`src/include/card_socket_pkg.sv`:
```
// shared constants, types and helpers for the card socket control block
package card_socket_pkg;
  localparam int CLK_PERIOD_NS  = 40;
  localparam int SETUP_TIME_NS  = 80;
  localparam int STROBE_TIME_NS = 200;
  localparam int HOLD_TIME_NS   = 40;
  // least times, rounded up to whole cycles
  localparam int SETUP_CYCLES  = (SETUP_TIME_NS + CLK_PERIOD_NS - 1)
                                 / CLK_PERIOD_NS;
  localparam int STROBE_CYCLES = (STROBE_TIME_NS + CLK_PERIOD_NS - 1)
                                 / CLK_PERIOD_NS;
  localparam int HOLD_CYCLES   = (HOLD_TIME_NS + CLK_PERIOD_NS - 1)
                                 / CLK_PERIOD_NS;
  localparam int CNT_W         = 4;
  localparam int NUM_SOCKETS   = 2;
  // card pins idle high through pull-ups
  localparam logic SYNC_RESET  = 1'b1;

  typedef enum logic [1:0] {
    BATT_GOOD = 2'h0,
    BATT_WEAK = 2'h1,
    BATT_LOST = 2'h2
  } batt_state_t;

  typedef enum logic [1:0] {
    KIND_IO_READ       = 2'h0,
    KIND_IO_WRITE      = 2'h1,
    KIND_DMA_FROM_CARD = 2'h2,
    KIND_DMA_TO_CARD   = 2'h3
  } cycle_kind_t;

  typedef enum logic [3:0] {
    ST_IDLE   = 4'h1,
    ST_SETUP  = 4'h2,
    ST_STROBE = 4'h4,
    ST_HOLD   = 4'h8
  } cycle_state_t;

  function automatic batt_state_t decodeBattery(input logic senseOne,
                                                input logic senseTwo);
    if (!senseOne) begin
      return BATT_LOST;
    end else if (!senseTwo) begin
      return BATT_WEAK;
    end
    return BATT_GOOD;
  endfunction

  function automatic logic [CNT_W-1:0] loadCount(input int cycles);
    return CNT_W'(cycles - 1);
  endfunction
endpackage

```
`src/include/socket_sync_if.sv`:
```
// synchronised card-driven inputs of both sockets
`timescale 1ns/1ps
interface socket_sync_if;
  logic [1:0] battSenseOne;
  logic [1:0] battSenseTwo;
  logic [1:0] presentOne;
  logic [1:0] presentTwo;
  logic [1:0] readAckN;
  modport source (output battSenseOne, battSenseTwo, presentOne,
                  presentTwo, readAckN);
  modport sink   (input battSenseOne, battSenseTwo, presentOne,
                  presentTwo, readAckN);
endinterface

```
`src/design/card_socket_control.sv`:
```
// control-signal logic for two removable-card sockets
`timescale 1ns/1ps
module card_socket_control (
  input  wire logic       mclk,             // 25 MHz core clock
  input  wire logic       rstn,             // async reset, active low
  input  wire logic [1:0] battery_sense_one, // sense one per socket
  input  wire logic [1:0] battery_sense_two, // sense two / audio / dreq
  input  wire logic [1:0] card_present_one, // detect one, low=inserted
  input  wire logic [1:0] card_present_two, // detect two, low=inserted
  input  wire logic [1:0] io_read_acknowledge, // ack, low active
  input  wire logic [1:0] ioMode,           // socket in I/O config
  input  wire logic [1:0] dmaMode,          // socket doing DMA
  input  wire logic [1:0] statusChangeEn,   // change interrupt enable
  input  wire logic [1:0] statusChangeClr,  // clear change flag, pulse
  input  wire logic       reqValid,         // start a card cycle
  input  wire card_socket_pkg::cycle_kind_t reqKind, // cycle kind
  input  wire logic       reqSocket,        // target socket
  input  wire logic [1:0] reqLanes,         // bit0 even, bit1 odd
  output logic            reqBusy,          // cycle in progress
  output logic            reqDone,          // cycle finished, pulse
  output logic            readAckSeen,      // card acked last I/O read
  output logic [1:0]      even_byte_select_n, // even enable, low
  output logic [1:0]      odd_byte_select_n,  // odd enable, low
  output logic [1:0]      io_read_strobe_n,   // read strobe, low
  output logic [1:0]      io_write_strobe_n,  // write strobe, low
  output logic [1:0]      dma_acknowledge_n,  // attribute/dma_acknowledge, low
  output card_socket_pkg::batt_state_t battStateA, // socket 0 battery
  output card_socket_pkg::batt_state_t battStateB, // socket 1 battery
  output logic [1:0]      cardInserted,     // socket holds a card
  output logic [1:0]      dmaRequest,       // card requests DMA
  output logic            merged_audio_out, // combined speaker out
  output logic [1:0]      statusChange,     // sticky change flags
  output logic            statusIrq         // change interrupt
);
  import card_socket_pkg::*;

  socket_sync_if syncBus ();

  card_input_sync card_input_sync_i (
    .mclk                (mclk),
    .rstn                (rstn),
    .battery_sense_one   (battery_sense_one),
    .battery_sense_two   (battery_sense_two),
    .card_present_one    (card_present_one),
    .card_present_two    (card_present_two),
    .io_read_acknowledge (io_read_acknowledge),
    .syncOut             (syncBus.source)
  );

  logic [1:0]   battOneS;
  logic [1:0]   battTwoS;
  logic [1:0]   ackNS;
  logic [1:0]   battOneD;
  logic [1:0]   battTwoD;
  logic [1:0]   memMode;
  logic [1:0]   audioBit;
  logic [1:0]   senseEdge;
  cycle_state_t state;
  cycle_kind_t  kind;
  logic         sock;
  logic [1:0]   lanes;
  logic [CNT_W-1:0] count;

  assign battOneS = syncBus.battSenseOne;
  assign battTwoS = syncBus.battSenseTwo;
  assign ackNS    = syncBus.readAckN;
  assign memMode  = ~ioMode;
  // audio only when configured for I/O and the pin is not a DMA request
  assign audioBit = battTwoS & ioMode & ~dmaMode;
  assign senseEdge = ((battOneS ^ battOneD) | (battTwoS ^ battTwoD))
                     & memMode;

  always_ff @(posedge mclk or negedge rstn) begin
    if (!rstn) begin
      battStateA <= BATT_GOOD;
      battStateB <= BATT_GOOD;
    end else begin
      battStateA <= decodeBattery(battOneS[0], battTwoS[0]);
      battStateB <= decodeBattery(battOneS[1], battTwoS[1]);
    end
  end

  always_ff @(posedge mclk or negedge rstn) begin
    if (!rstn) begin
      cardInserted <= 2'h0;
    end else begin
      cardInserted <= ~syncBus.presentOne & ~syncBus.presentTwo;
    end
  end

  // xor merge: either card toggling is still heard with the other silent
  always_ff @(posedge mclk or negedge rstn) begin
    if (!rstn) begin
      merged_audio_out <= 1'b0;
    end else begin
      merged_audio_out <= audioBit[0] ^ audioBit[1];
    end
  end

  // sense two or read acknowledge from the card, either one low, gated by dmaMode
  always_ff @(posedge mclk or negedge rstn) begin
    if (!rstn) begin
      dmaRequest <= 2'h0;
    end else begin
      dmaRequest <= dmaMode & ~(battTwoS & ackNS);
    end
  end

  // a change in the same cycle as its clear is kept
  always_ff @(posedge mclk or negedge rstn) begin
    if (!rstn) begin
      battOneD     <= {2{SYNC_RESET}};
      battTwoD     <= {2{SYNC_RESET}};
      statusChange <= 2'h0;
      statusIrq    <= 1'b0;
    end else begin
      battOneD     <= battOneS;
      battTwoD     <= battTwoS;
      statusChange <= senseEdge | (statusChange & ~statusChangeClr);
      statusIrq    <= |(statusChange & statusChangeEn);
    end
  end

  always_ff @(posedge mclk or negedge rstn) begin
    if (!rstn) begin
      state   <= ST_IDLE;
      kind    <= KIND_IO_READ;
      sock    <= 1'b0;
      lanes   <= 2'h0;
      count   <= '0;
      reqBusy <= 1'b0;
      reqDone <= 1'b0;
    end else begin
      reqDone <= 1'b0;
      case (state)
        ST_IDLE: begin
          if (reqValid) begin
            kind    <= reqKind;
            sock    <= reqSocket;
            lanes   <= reqLanes;
            count   <= loadCount(SETUP_CYCLES);
            reqBusy <= 1'b1;
            state   <= ST_SETUP;
          end
        end
        ST_SETUP: begin
          if (count == '0) begin
            count <= loadCount(STROBE_CYCLES);
            state <= ST_STROBE;
          end else begin
            count <= count - 1'b1;
          end
        end
        ST_STROBE: begin
          if (count == '0) begin
            count <= loadCount(HOLD_CYCLES);
            state <= ST_HOLD;
          end else begin
            count <= count - 1'b1;
          end
        end
        ST_HOLD: begin
          if (count == '0) begin
            reqBusy <= 1'b0;
            reqDone <= 1'b1;
            state   <= ST_IDLE;
          end else begin
            count <= count - 1'b1;
          end
        end
        default: begin
          state   <= ST_IDLE;
          reqBusy <= 1'b0;
        end
      endcase
    end
  end

  // the ack is sampled at the last strobe cycle, when data is settled
  always_ff @(posedge mclk or negedge rstn) begin
    if (!rstn) begin
      readAckSeen <= 1'b0;
    end else if (state == ST_STROBE && count == '0 &&
                 kind == KIND_IO_READ) begin
      readAckSeen <= ~ackNS[sock];
    end
  end

  // strobe drive follows the next state so strobes change with the state; selects and dack start one cycle after SETUP
  always_ff @(posedge mclk or negedge rstn) begin
    if (!rstn) begin
      even_byte_select_n <= 2'h3;
      odd_byte_select_n  <= 2'h3;
      io_read_strobe_n   <= 2'h3;
      io_write_strobe_n  <= 2'h3;
      dma_acknowledge_n  <= 2'h3;
    end else begin
      even_byte_select_n <= 2'h3;
      odd_byte_select_n  <= 2'h3;
      io_read_strobe_n   <= 2'h3;
      io_write_strobe_n  <= 2'h3;
      dma_acknowledge_n  <= 2'h3;
      if (reqBusy && !(state == ST_HOLD && count == '0)) begin
        even_byte_select_n[sock] <= ~lanes[0];
        odd_byte_select_n[sock]  <= ~lanes[1];
        dma_acknowledge_n[sock]  <= ~kind[1];
        if ((state == ST_SETUP && count == '0) ||
            (state == ST_STROBE && count != '0)) begin
          io_read_strobe_n[sock]  <= kind[0];
          io_write_strobe_n[sock] <= ~kind[0];
        end
      end
    end
  end

  property p_battLost;
    @(posedge mclk) disable iff (!rstn)
      !battOneS[0] |=> battStateA == BATT_LOST;
  endproperty
  a_battLost: assert property (p_battLost)
    else $error("battery lost not decoded");

  property p_battWeak;
    @(posedge mclk) disable iff (!rstn)
      battOneS[1] && !battTwoS[1] |=> battStateB == BATT_WEAK;
  endproperty
  a_battWeak: assert property (p_battWeak)
    else $error("battery weak not decoded");

  property p_audioMem;
    @(posedge mclk) disable iff (!rstn)
      (ioMode == 2'h0) |=> !merged_audio_out;
  endproperty
  a_audioMem: assert property (p_audioMem)
    else $error("audio heard in memory mode");

  property p_audioMerge;
    @(posedge mclk) disable iff (!rstn)
      1'b1 |=> merged_audio_out == $past(audioBit[0] ^ audioBit[1]);
  endproperty
  a_audioMerge: assert property (p_audioMerge)
    else $error("audio merge wrong");

  property p_present;
    @(posedge mclk) disable iff (!rstn)
      $fell(card_present_one[0]) && card_present_two[0] == 1'b0
      ##1 card_present_one[0] == 1'b0 && card_present_two[0] == 1'b0
      |=> ##1 cardInserted[0];
  endproperty
  a_present: assert property (p_present)
    else $error("insertion not seen");

  property p_strobeLen;
    @(posedge mclk) disable iff (!rstn)
      // five is STROBE_CYCLES; a repeat count has to be a literal
      $fell(io_read_strobe_n[0]) |->
        !io_read_strobe_n[0] [*5] ##1 io_read_strobe_n[0];
  endproperty
  a_strobeLen: assert property (p_strobeLen)
    else $error("read strobe width wrong");

  property p_noBothStrobes;
    @(posedge mclk) disable iff (!rstn)
      !(io_read_strobe_n[sock] == 1'b0 && io_write_strobe_n[sock] == 1'b0);
  endproperty
  a_noBothStrobes: assert property (p_noBothStrobes)
    else $error("both strobes low");

  property p_dackDma;
    @(posedge mclk) disable iff (!rstn)
      (io_write_strobe_n != 2'h3) && kind == KIND_DMA_TO_CARD
      |-> dma_acknowledge_n == io_write_strobe_n;
  endproperty
  a_dackDma: assert property (p_dackDma)
    else $error("dma acknowledge missing");

  property p_selectDuring;
    @(posedge mclk) disable iff (!rstn)
      (io_read_strobe_n != 2'h3) |->
        (even_byte_select_n & odd_byte_select_n) != 2'h3;
  endproperty
  a_selectDuring: assert property (p_selectDuring)
    else $error("strobe without byte enable");

  property p_flagKeep;
    @(posedge mclk) disable iff (!rstn)
      senseEdge[0] |=> statusChange[0] ##1 statusIrq == statusChangeEn[0]
        || statusChange[1];
  endproperty
  a_flagKeep: assert property (p_flagKeep)
    else $error("status change lost");
endmodule

```
`src/design/card_input_sync.sv`:
```
// two-flop synchronisers for the card-driven socket inputs
`timescale 1ns/1ps
module card_input_sync (
  input  wire logic       mclk,             // core clock
  input  wire logic       rstn,             // async reset, active low
  input  wire logic [1:0] battery_sense_one, // raw sense one per socket
  input  wire logic [1:0] battery_sense_two, // raw sense two per socket
  input  wire logic [1:0] card_present_one, // raw detect one, low=in
  input  wire logic [1:0] card_present_two, // raw detect two, low=in
  input  wire logic [1:0] io_read_acknowledge, // raw ack, low active
  socket_sync_if.source   syncOut           // synchronised copies
);
  import card_socket_pkg::*;

  logic [9:0] stageOne;
  logic [9:0] stageTwo;

  // first stage is read only by the second stage
  always_ff @(posedge mclk or negedge rstn) begin
    if (!rstn) begin
      stageOne <= {10{SYNC_RESET}};
      stageTwo <= {10{SYNC_RESET}};
    end else begin
      stageOne <= {io_read_acknowledge, card_present_two,
                   card_present_one, battery_sense_two, battery_sense_one};
      stageTwo <= stageOne;
    end
  end

  assign syncOut.battSenseOne = stageTwo[1:0];
  assign syncOut.battSenseTwo = stageTwo[3:2];
  assign syncOut.presentOne   = stageTwo[5:4];
  assign syncOut.presentTwo   = stageTwo[7:6];
  assign syncOut.readAckN     = stageTwo[9:8];
endmodule

```
`config.mk`:
```
export PLATFORM = sky130hd
export DESIGN_NAME = card_socket_control
export DESIGN_NICKNAME = d
export VERILOG_FILES = /design/src/include/card_socket_pkg.sv /design/src/include/socket_sync_if.sv /design/src/design/card_socket_control.sv /design/src/design/card_input_sync.sv
export SDC_FILE = /design/constraint.sdc
export NUM_CORES = 1
export LEC_CHECK = 0
export BUFFER_PORTS_ARGS = -buffer_cell sky130_fd_sc_hd__buf_2
export CAP_MARGIN = 20
export CORE_ASPECT_RATIO = 0.6
export CORE_MARGIN = 2
export CORE_UTILIZATION = 26
export CTS_CLUSTER_SIZE = 24
export DETAILED_ROUTE_END_ITERATION = 10
export HOLD_SLACK_MARGIN = 0.1
export PLACE_DENSITY_LB_ADDON = 0.25
export REMOVE_ABC_BUFFERS = 1
export SETUP_SLACK_MARGIN = 0.02
export SYNTH_ARGS = -nofsm -noshare
export SYNTH_HDL_FRONTEND = slang
export SYNTH_SLANG_ARGS = --single-unit
```
`constraint.sdc`:
```
create_clock -name mclk -period 2.9 [get_ports mclk]
set_clock_uncertainty 0.15 [all_clocks]
set_input_delay 0.58 -clock mclk [delete_from_list [all_inputs] [get_ports mclk]]
set_output_delay 0.58 -clock mclk [all_outputs]
set_load 0.01 [all_outputs]
```
Yosys cells after proc, flatten, opt, wreduce, memory -nomap -nowiden
Index checks and enable logic that the tools add are counted.
{"block": "op_classes", "addsub": 1, "order_cmp": 2, "eq_ne": 9, "muxes": 36, "bitwise_logic": 31, "n_reduce_logical": 19}
{"operator": "2-to-1 mux 4 bit", "count": 8}
{"operator": "case mux 4 bit (4 select lines)", "count": 2}
{"operator": "2-to-1 mux 2 bit", "count": 13}
{"operator": "AND 2 bit", "count": 8}
{"operator": "NOT 2 bit", "count": 7}
{"operator": "bitwise OR 2 bit", "count": 7}
{"operator": "2-to-1 mux 1 bit", "count": 11}
{"operator": "nonzero test 4 bit", "count": 2}
{"operator": "logical AND 1 bit", "count": 7}
{"operator": "inequality test 2 bit (second input constant)", "count": 3}
{"operator": "NOT 1 bit", "count": 6}
{"operator": "AND reduction 3 bit", "count": 2}
{"operator": "== test 4 x 1 -> 1 bit (second input constant)", "count": 1}
{"operator": "== test 4 x 2 -> 1 bit (second input constant)", "count": 1}
{"operator": "== test 4 x 3 -> 1 bit (second input constant)", "count": 1}
{"operator": "== test 4 bit (second input constant)", "count": 1}
{"operator": "zero test 4 bit", "count": 1}
{"operator": "inequality test 2 x 1 -> 1 bit (second input constant)", "count": 2}
{"operator": "AND reduction 4 bit", "count": 1}
{"operator": "OR reduction 2 bit", "count": 2}
{"operator": "subtractor 4 x 1 -> 4 bit (second input constant)", "count": 1}
{"operator": "bitwise XOR 2 bit", "count": 2}
{"operator": "case mux 1 bit (3 select lines)", "count": 1}
{"operator": "zero test 2 bit", "count": 1}
{"operator": "7 further kinds", "count": 7}
{"block": "totals", "regBits": 62, "output_inout_bits": 25, "word_cells": 122}

Longest topological paths before layout
Gate-level depths: netlist of the first run.
{"block": "logic_depth", "depth_word": 8, "mapped_depth": 6}

By module
Synthesis of the first run repeated with hierarchy kept, for this count alone.
{"block": "hier_totals", "hier_cells": 156, "hier_area_um2": 2244.7}
{"mod": "card_socket_control", "instances": 1, "cells_each": 136, "area_per_inst_um2": 1719.1, "seq_area_each_um2": 1069.8}
{"mod": "card_input_sync", "instances": 1, "cells_each": 20, "area_per_inst_um2": 525.5, "seq_area_each_um2": 525.5}

Least setup slack after synthesis of the first run
Ideal clock, no wire load.
{"block": "synth_path", "path_type": "reg-to-reg", "start": "reg count[0]", "end": "reg readAckSeen", "setup_ps": 125, "arrival_time_ps": 1675, "required_ps": 2625, "setup_slack_ps": 950, "path_stages_with_launch": 7, "period_less_slack_ps": 1950, "cell_sequence": "dfrtp_1 inv_1 ha_1 nor3b_1 nand2_1 nor4_1 mux2_2"}
{"block": "synth_via", "elab_chain_cells": 3}
{"element": "from (decl)", "line_no": "card_socket_control.sv:62", "text": "logic [CNT_W-1:0] count;"}
{"element": "from (signal assigned)", "line_no": "card_socket_control.sv:141", "text": "count <= loadCount(SETUP_CYCLES);"}
{"element": "from (signal assigned)", "line_no": "card_socket_control.sv:148", "text": "count <= loadCount(STROBE_CYCLES);"}
{"element": "from (signal assigned)", "line_no": "card_socket_control.sv:151", "text": "count <= count - 1'b1;"}
{"element": "zero test 4 bit", "line_no": "card_socket_control.sv:183", "text": "end else if (state == ST_STROBE && count == '0 &&"}
{"element": "logical AND 1 bit (2 in series)", "line_no": "card_socket_control.sv:183"}
{"element": "to (signal assigned)", "line_no": "card_socket_control.sv:185", "text": "readAckSeen <= ~ackNS[sock];"}
{"element": "to (decl)", "line_no": "card_socket_control.sv:21", "text": "output logic readAckSeen,"}
No other way between the ends.
A chain may end at the register's enable or synchronous reset.

Final worst setup path of the first run
Ends and elaborated chain as after synthesis.

==> results of run 1 <==
==> flip-flops by register name, summed over array words and instances, names as in the netlist, 2 cells and up <==
| signal | cells |
|---|---|
| statusChange | 2 |
| battOneD | 2 |
| lanes | 2 |
| state | 4 |
| io_read_strobe_n | 2 |
| battTwoD | 2 |
| odd_byte_select_n | 2 |
| io_write_strobe_n | 2 |
| even_byte_select_n | 2 |
| cardInserted | 2 |
| dma_acknowledge_n | 2 |
| battStateA | 2 |
| battStateB | 2 |
| card_input_sync_i.stageTwo | 10 |
| dmaRequest | 2 |
| card_input_sync_i.stageOne | 10 |
| kind | 2 |
| count | 4 |
==> path summary, 6_finish.rpt <==
path	from	slack (ns)	cells past startpoint	endpoint
max	count[0]	0.74	6	readAckSeen
min	card_present_one[1]	0.19	1	card_input_sync_i.stageOne[5]
max reg2reg	count[0]	0.74	6	readAckSeen
min reg2reg	card_input_sync_i.stageOne[9]	0.20	0	card_input_sync_i.stageTwo[9]
max in group asynchronous	rstn	1.85	2	statusChange[0]
min in group asynchronous	rstn	0.24	2	state[1]
==> logic make-up (layout without fill, tap and decap cells) <==
logic type,Yosys count,in the layout
AO/OA/AOI/OAI,26,26
XOR/XNOR,7,7
adder cells (fa/ha/maj),2,2
buffers and inverters,13,77
flip-flops,62,62
multiplexers,6,6
AND/OR/NAND/NOR,53,53
==> metal layers <==
metal	share of wire [%]	vias to the layer above
li1	-	697
met1	52	671
met2	38	44
met3	8.4	8
met4	1.8	0
met5	0	-
==> cell type report <==
cell class | instances | area share (%)
clock inverter | 5 | 1.36
clock buffer | 11 | 8.63
tap | 112 | 4.76
inverter | 9 | 1.15
timing repair buffer | 52 | 9.01
multi-input combinational | 94 | 20.9
sequential | 62 | 54.2
==> where the power goes <==
part	total (uW)	internal (uW)	switching, uW
clock network	1020	635	388
logic	489	230	259
registers	1160	1040	127
==> layout by cell type (no fill, tap or decap), types with 3 or more instances in the layout <==
master     instances
buf_2             50
dfstp_2           35
dfrtp_1           27
nor2_1            18
nand2_1           14
clkbuf_16         10
inv_1              9
nand3_1            5
xor2_1             5
o21ai_0            5
mux2_2             5
nand2b_1           3
o22ai_1            3
a211oi_1           3
a21oi_1            3
==> critical path, cell delays in order, from the launching register on <==
cell and delay (ns):
dfrtp_1 0.40, inv_1 0.09, ha_1 0.15, nor3b_1 0.45, nand2_1 0.14, nor4_1 0.30, mux2_2 0.37
==> per-stage QoR <==
step                      util, %  total power [uW]  area (um^2)  setup WS [ns]
after floorplan                 -              1490         2240          0.950
after global placement       31.2              1670         2650          0.798
after detailed placement     31.2              1670         2650          0.720
after CTS                    34.7              2720         2940          0.719
after global routing         34.7              2850         2940          0.469
final                        34.7              2670         2940          0.742
==> metrics, run 1 <==
GRT met3 Usage=5.83%; measured slew at the worst slew-check pin=0.752 ns; fin nets=256; simple logic cell fraction of the synthesized area=11.9%; Critical Path AT=2.22 ns; synth-to-layout area growth=29.9%; GPL Wtd Cong=0.761; Syn Area/Cell=13.4 um^2; Initial DRC Count=81; outcome=completed; Final ANT Viol Nets=0; Sum Neg Setup Slack=0 ns; Num CTS Buffers=9; hold crit path type=primary input to flop; register area share after synthesis=70.4%; global-route wire length before repair=7560 um; clock buffer depth=2; Yosys top cell by area=dfstp_2; Synth Area in Adders=1.10%; CP startpoint kind=flop; placed cell count=329; I/O pin count=51; pwr dens=908 nW/um^2; WP data required=2.96 ns; Seq cells post-synth=62; later-pin clock latency in the skew report=0.33 ns; CP Max Fanout=5; synth cell count leaders=35 x dfstp_2, 27 x dfrtp_1, 18 x nor2_1; global routing usage on met1=14.1%; clk slew on worst S/H paths=0.05 ns; M2 GR Usage=13.6%; count of final setup violators=0; relative slew slack=49.9%; area occupied by multi-input gates=616 um^2; DRT Wirelength=4330 um; routed vias=1420; Mapped Area=2270 um^2; Post-DP HPWL=2950 um; Fmax=463 MHz; largest net degree at the start of global routing=63; Site Rows=26; Cell Count, Final, Fillers Out=345; layout cell share with drive strength beyond 1=48.9%; area taken by flip-flops and latches=1600 um^2; port bufs=50; Yosys top cell area share=40.6%; GR peak layer=met1; largest family of logic cells by synthesized area=simple AND/OR/NAND/NOR gates; max-slew violation count=0; routed len/inst=12.5 um; setup bufs post-CTS=0; Resized Gates After CTS=0; CP Class=flop to flop; final period utilization=74.4%; antenna violations before repair=0; core outline area=8490 um^2; Post-synth top flop=dfstp_2; Die Area=9500 um^2; Post-synth EDFFs=0; RSZ-0062 raised after global routing=no; DR vias/cell=4.12; mux cell area share after synthesis=2.93%; endpoints failing hold=0; hold_buf cts=0; most common cell in the netlist=dfstp_2; Synth Area in Compound Gates=8.50%; overall routing resource usage=10.7%; Leakage=0.00129 uW; XOR/XNOR Fraction of Synth Area=2.71%; n_diodes=0; CTS Root Cell=clkbuf_16; Ys Warns=0; minimum clock period=2.16 ns; number of H-tree levels=3; CTS tree=done; DRC Markers=0; vias in the first global route=1483; Starting Density=26.7%; clock sink total=62; Synth area leaders=dfstp_2 41%, dfrtp_1 30%, nor2_1 3.0%; Max Cap Violations=0; Die Y=76.3 um; GRT overflow=0; CP Capture Type=flop; cells after synthesis=169; maximum VDD drop=0.413 mV; Yosys cell types=39; fill count=866; first drt pass iteration count=4; die width=125 um; worst hold slack=0.193 ns; ys async rst share=100%
Note: power is estimated with default switching activity, not from simulation.
==> inputs of run 2 (changes only) <==
Clock period 2.9 ns to 2.03 ns, I/O delays scaled along.
==> run 2 against run 1 <==
Net effect:
- sequential power up 45%
- utilization up 2.7 points
- combinational power up 69%
- first-iteration DRC count down 30%
- die area unchanged
- clock power up 50%
- wire length up 5.5%
- via count up 7.6%
==> metrics, run 2 (synthesis results as in run 1) <==
measured slew at the worst slew-check pin=0.487 ns (-0.265 ns); count of final setup violators=0 (unchanged); CP startpoint kind=flop; CTS tree=done; CTS Root Cell=clkbuf_16; Util after Layout=37.4% (+2.7 points); die width=125 um (unchanged); Starting Density=26.7% (unchanged); CP Max Fanout=5 (unchanged); WP data required=2.15 ns (-0.81 ns); final period utilization=98.3% (+24 points); hold crit path type=primary input to flop; Die Area=9500 um^2 (unchanged); combinational share of power=20.5% (+2.2 points); port bufs=50 (unchanged); DRT Wirelength=4570 um (+5.5%); Final ANT Viol Nets=0 (unchanged); clock buffer depth=2 (unchanged); fin nets=275 (+7.4%); CP Class=flop to flop; minimum clock period=1.99 ns (-0.163 ns); Die Y=76.3 um (unchanged); worst hold slack=0.116 ns (-0.0771 ns); GPL Wtd Cong=0.760 (-0.13%); Clock power frac=37.9% (-0.4 points); Critical Path AT=2.12 ns (-0.10 ns); area taken by flip-flops and latches=1600 um^2 (unchanged); commonest non-fill, non-tap cell in the layout=buf_2; Post-DP HPWL=3020 um (+2.2%); Reg power frac=41.6% (-1.9 points); placed cell count=334 (+1.5%); later-pin clock latency in the skew report=0.33 ns (about the same); antenna violations before repair=0 (unchanged); Site Rows=26 (unchanged); fill count=817 (-5.7%); clock sink total=62 (unchanged); placed instance area=2700 um^2 (+1.9%); largest net degree at the start of global routing=63 (unchanged); Crit-path slowest cell=dfrtp_1; CP Cell Sequence=inv_2 > ha_4 > or3b_4 > or3_4 > a211oi_4 > buf_4; RSZ-0062 raised after global routing=yes; Power, Total=4040 uW (+51%); DR vias/cell=4.20 (+2.0%); clk slew on worst S/H paths=0.05 ns (about the same); relative slew slack=67.2% (+17 points); area occupied by multi-input gates=648 um^2 (+5.3%); Cell Count, Final, Fillers Out=364 (+5.5%); Max Cap Violations=0 (unchanged); Leakage=0.00139 uW (+8.1%); n_diodes=0 (unchanged); number of H-tree levels=3 (unchanged); CP peak stage delay=0.39 ns (-0.06 ns); post-route cell area=3170 um^2 (+7.8%); global-route wire length before repair=7650 um (+1.2%); Int Pwr=2880 uW (+51%); Num CTS Buffers=9 (unchanged); Worst Reg2Reg Path Length in Cells=6 (unchanged); I/O pin count=51 (unchanged); routed vias=1528 (+7.6%); Switching Fraction=28.7% (-0.18 points); CP Capture Type=flop; synth-to-layout area growth=40.0%; endpoints failing hold=0 (unchanged); maximum VDD drop=0.564 mV (+36%); routed len/inst=12.5 um (about the same); largest registers=card_input_sync_i.stageOne (10), card_input_sync_i.stageTwo (10); GRT overflow=0 (unchanged); pwr dens=1270 nW/um^2 (+40%); outcome=completed; P_sw=1160 uW (+50%); layout cell share with drive strength beyond 1=50.8% (+1.9 points); vias in the first global route=1525 (+2.8%); Hold Path Stages=2 (+1); first drt pass iteration count=4 (unchanged); max-slew violation count=0 (unchanged); core outline area=8490 um^2 (unchanged); Fmax=501 MHz (+8.2%); overall routing resource usage=10.8% (+0.15 points); DRC Markers=0 (unchanged); Initial DRC Count=57 (-30%); commonest non-fill, non-tap cells in the layout=50 x buf_2, 35 x dfstp_2, 27 x dfrtp_1, 18 x nor2_1, 14 x nand2_1
[run 2: power by group through the flow]
stage	sequential, uW	clock, uW	combinational, uW
5_1_grt	1720	1640	930
6_report	1680	1530	827
2_1_floorplan	1670	0	456
4_1_cts	1660	1580	782
3_3_place_gp	1680	0	754
3_5_place_dp	1680	0	761
[run 2: area by class of cell]
| cell class | instances | area share, % |
|---|---|---|
| clock buffer | 10 | 7.53 |
| clock inverter | 6 | 2.17 |
| inverter | 9 | 1.06 |
| multi-input combinational | 94 | 20.4 |
| sequential | 62 | 50.3 |
| tap | 112 | 4.42 |
| timing repair buffer | 71 | 14.1 |
[run 2: path summary, 6_finish.rpt]
check | from | to | slack, ns
worst min register to register | card_input_sync_i.stageOne[1] | card_input_sync_i.stageTwo[1] | 0.20
min in group asynchronous | rstn | reqDone | 0.46
worst max-delay path | count[1] | state[2] | 0.04
max in group asynchronous | rstn | card_input_sync_i.stageTwo[4] | 0.95
worst min-delay path | statusChangeClr[1] | statusChange[1] | 0.12
worst max register to register | count[1] | state[2] | 0.04
[run 2: repair_timing]
action | CTS | global route
cloned | 0 | 0
gates resized for setup | 1 | 6
hold buffers | 11 | 0
pin swaps | 0 | 3
hold endpoints to repair | 37 | 0
buffers inserted | 0 | 3
setup endpoints to repair | 1 | 13
[run 2: per-layer routing]
metal	GRT usage (%)	share of wire, %
met1	14.6	50
met2	13.8	42
met3	5.62	5.9
met4	5.73	1.7
met5	0	0
[run 2: metrics by stage]
step / setup TNS, ns / setup slack, ns
after floorplan: 0 / 0.0798
after global placement: 0 / 0.0167
after detailed placement: -0.00609 / -0.00609
after CTS: 0 / 0.0249
after global routing: -0.321 / -0.0666
final: 0 / 0.0351
[run 2: critical path, delay by kind of cell (launching register included)]
family,cells,cell delay (ns)
AOI/OAI and AO/OA,1,0.31
adders and majority gates,1,0.12
buffers and inverters,2,0.24
DFF,1,0.39
and+or+nand+nor,2,0.73
==> inputs of run 3 (changes only) <==
==> constraint.sdc (replaced) <==
create_clock -name mclk -period 2.03 [get_ports mclk]
set_clock_uncertainty 0.15 [all_clocks]
set_input_delay 0.203 -clock mclk [delete_from_list [all_inputs] [get_ports mclk]]
set_output_delay 0.203 -clock mclk [all_outputs]
set_load 0.01 [all_outputs]
==> run 3 against run 2 <==
Net effect:
- maximum frequency barely moved
- setup slack improved by 0.0014 ns
- hold slack improved by 0.088 ns
- clock power fell by 9.8%
- critical path type unchanged
- highest routed layer unchanged
==> metrics, run 3 (synthesis results as in run 1) <==
RR Startpoint=count[0]; later-pin clock latency in the skew report=0.32 ns (about the same); Final ANT Viol Nets=0 (unchanged); die width=125 um (unchanged); Num CTS Buffers=9 (unchanged); CP startpoint kind=flop; Clock power frac=35.5% (-2.4 points); min-delay src=card_input_sync_i.stageOne[1]; core outline area=8490 um^2 (unchanged); layout cell share with drive strength beyond 1=47.7% (-3.0 points); routed len/inst=12.3 um (-1.7%); count of final setup violators=0 (unchanged); hold crit path type=flop to flop; placed cell count=334 (unchanged); commonest non-fill, non-tap cells in the layout=50 x buf_2, 35 x dfstp_2, 27 x dfrtp_1, 26 x dlygate4sd3_1, 17 x nor2_1; Reg power frac=42.8% (+1.2 points); Worst Reg2Reg Path Length in Cells=6 (unchanged); fill count=828 (+1.3%); synth-to-layout area growth=44.6%; Critical Path AT=2.08 ns (-0.04 ns); port bufs=50 (unchanged); met2 wire len=1970 um (+2.2%); top sig layer=met4; CTS tree=done; vias in the first global route=1635 (+7.2%); CP Capture Type=flop; max-slew violation count=0 (unchanged); DR vias/cell=4.13 (-1.5%); Max Cap Violations=0 (unchanged); I/O pin count=51 (unchanged); P_sw=1130 uW (-2.6%); combinational share of power=21.6% (+1.1 points); Cell Count, Final, Fillers Out=378 (+3.8%); Setup crit start=count[0]; Hold Path Stages=0 (-2); Switching Fraction=29.0% (+0.26 points); CTS Root Cell=clkbuf_16; endpoints failing hold=0 (unchanged); Post-DP HPWL=2980 um (-1.2%); clock buffer depth=2 (unchanged); Die Y=76.3 um (unchanged); Util after Layout=38.6% (+1.2 points); relative slew slack=69.3% (+2.1 points); RSZ-0062 raised after global routing=yes; pwr dens=1190 nW/um^2 (-6.6%); CP Class=flop to flop; clock sink total=62 (unchanged); outcome=completed; maximum VDD drop=0.505 mV (-10%); fin nets=289 (+5.1%); minimum clock period=1.99 ns (-0.00142 ns); Initial DRC Count=70 (+23%); CP Max Fanout=5 (unchanged); global-route wire length before repair=8040 um (+5.1%); Leakage=0.00143 uW (+2.7%); DRC Markers=0 (unchanged); met3 WL=306 um (+13%); WP data required=2.12 ns (-0.03 ns); Fmax=502 MHz (about the same); number of H-tree levels=3 (unchanged); commonest non-fill, non-tap cell in the layout=buf_2; area taken by flip-flops and latches=1600 um^2 (unchanged); GRT overflow=0 (unchanged); routed vias=1563 (+2.3%); overall routing resource usage=11.1% (+0.31 points); largest net degree at the start of global routing=63 (unchanged); Starting Density=26.7% (unchanged); final period utilization=98.2% (about the same); Int Pwr=2760 uW (-3.9%); routed length on met1=2320 um (+1.1%); Site Rows=26 (unchanged); first drt pass iteration count=4 (unchanged); DRT Wirelength=4660 um (+2.0%); n_diodes=0 (unchanged); Die Area=9500 um^2 (unchanged); measured slew at the worst slew-check pin=0.456 ns (-0.0312 ns); antenna violations before repair=0 (unchanged); area occupied by multi-input gates=642 um^2 (-0.97%); clk slew on worst S/H paths=0.05 ns (about the same); GPL Wtd Cong=0.734 (-3.5%); largest registers=card_input_sync_i.stageOne (10), card_input_sync_i.stageTwo (10)
## run 3: area by class of cell
cell class,instances,area share [%]
Clock inverter,5,0.993
Clock buffer,11,7.41
Multi-Input combinational cell,94,19.6
Sequential cell,62,48.7
Inverter,9,1.03
Tap cell,112,4.28
Timing Repair Buffer,85,18.0
## run 3: power by group through the flow
stage	combinational (uW)	clock (uW)	sequential [uW]
final	843	1380	1670
after global routing	962	1500	1700
after CTS	808	1430	1660
after detailed placement	759	0	1680
after global placement	755	0	1680
after floorplan	456	0	1670
## run 3: layer usage
layer  GRT usage (%)  vias up
li1                -      758
met1            15.1      748
met2            14.8       50
met3            5.90        7
met4            4.38        0
met5               0        -
## run 3: final timing paths
path	to	slack [ns]
min reg2reg	card_input_sync_i.stageTwo[1]	0.20
max	io_read_strobe_n[1]	0.04
min in group asynchronous	reqBusy	0.28
min	card_input_sync_i.stageTwo[1]	0.20
max reg2reg	io_read_strobe_n[1]	0.04
max in group asynchronous	card_input_sync_i.stageTwo[5]	1.13
## run 3: worst max-delay path, stage by stage, from the launching register on
cell and delay [ns]:
dfrtp_1 0.39, inv_2 0.09, ha_4 0.13, or3b_4 0.38, or3_4 0.35, a211oi_4 0.31
nand3b_1 0.12
## run 3: repair_timing
| item | in CTS | in global routing |
|---|---|---|
| setup buffers | 0 | 2 |
| setup endpoints to repair | 1 | 11 |
| endpoints found under the hold margin | 84 | 0 |
| cloned | 0 | 0 |
| hold buffers | 26 | 0 |
| resized for setup | 1 | 6 |
| pin swaps | 0 | 1 |
## run 3: per-stage QoR
step | cell area, um^2 | setup TNS (ns) | worst slack [ns] | hold slack [ns] | total power (uW)
floorplan | 2240 | 0 | 0.0798 | -0.243 | 2120
global placement | 2700 | 0 | 0.0315 | 0.0838 | 2430
detailed placement | 2700 | 0 | 0.0252 | 0.0829 | 2440
CTS | 3240 | 0 | 0.0358 | 0.204 | 3900
global route | 3280 | -0.115 | -0.0363 | 0.205 | 4170
finish | 3280 | 0 | 0.0365 | 0.204 | 3890
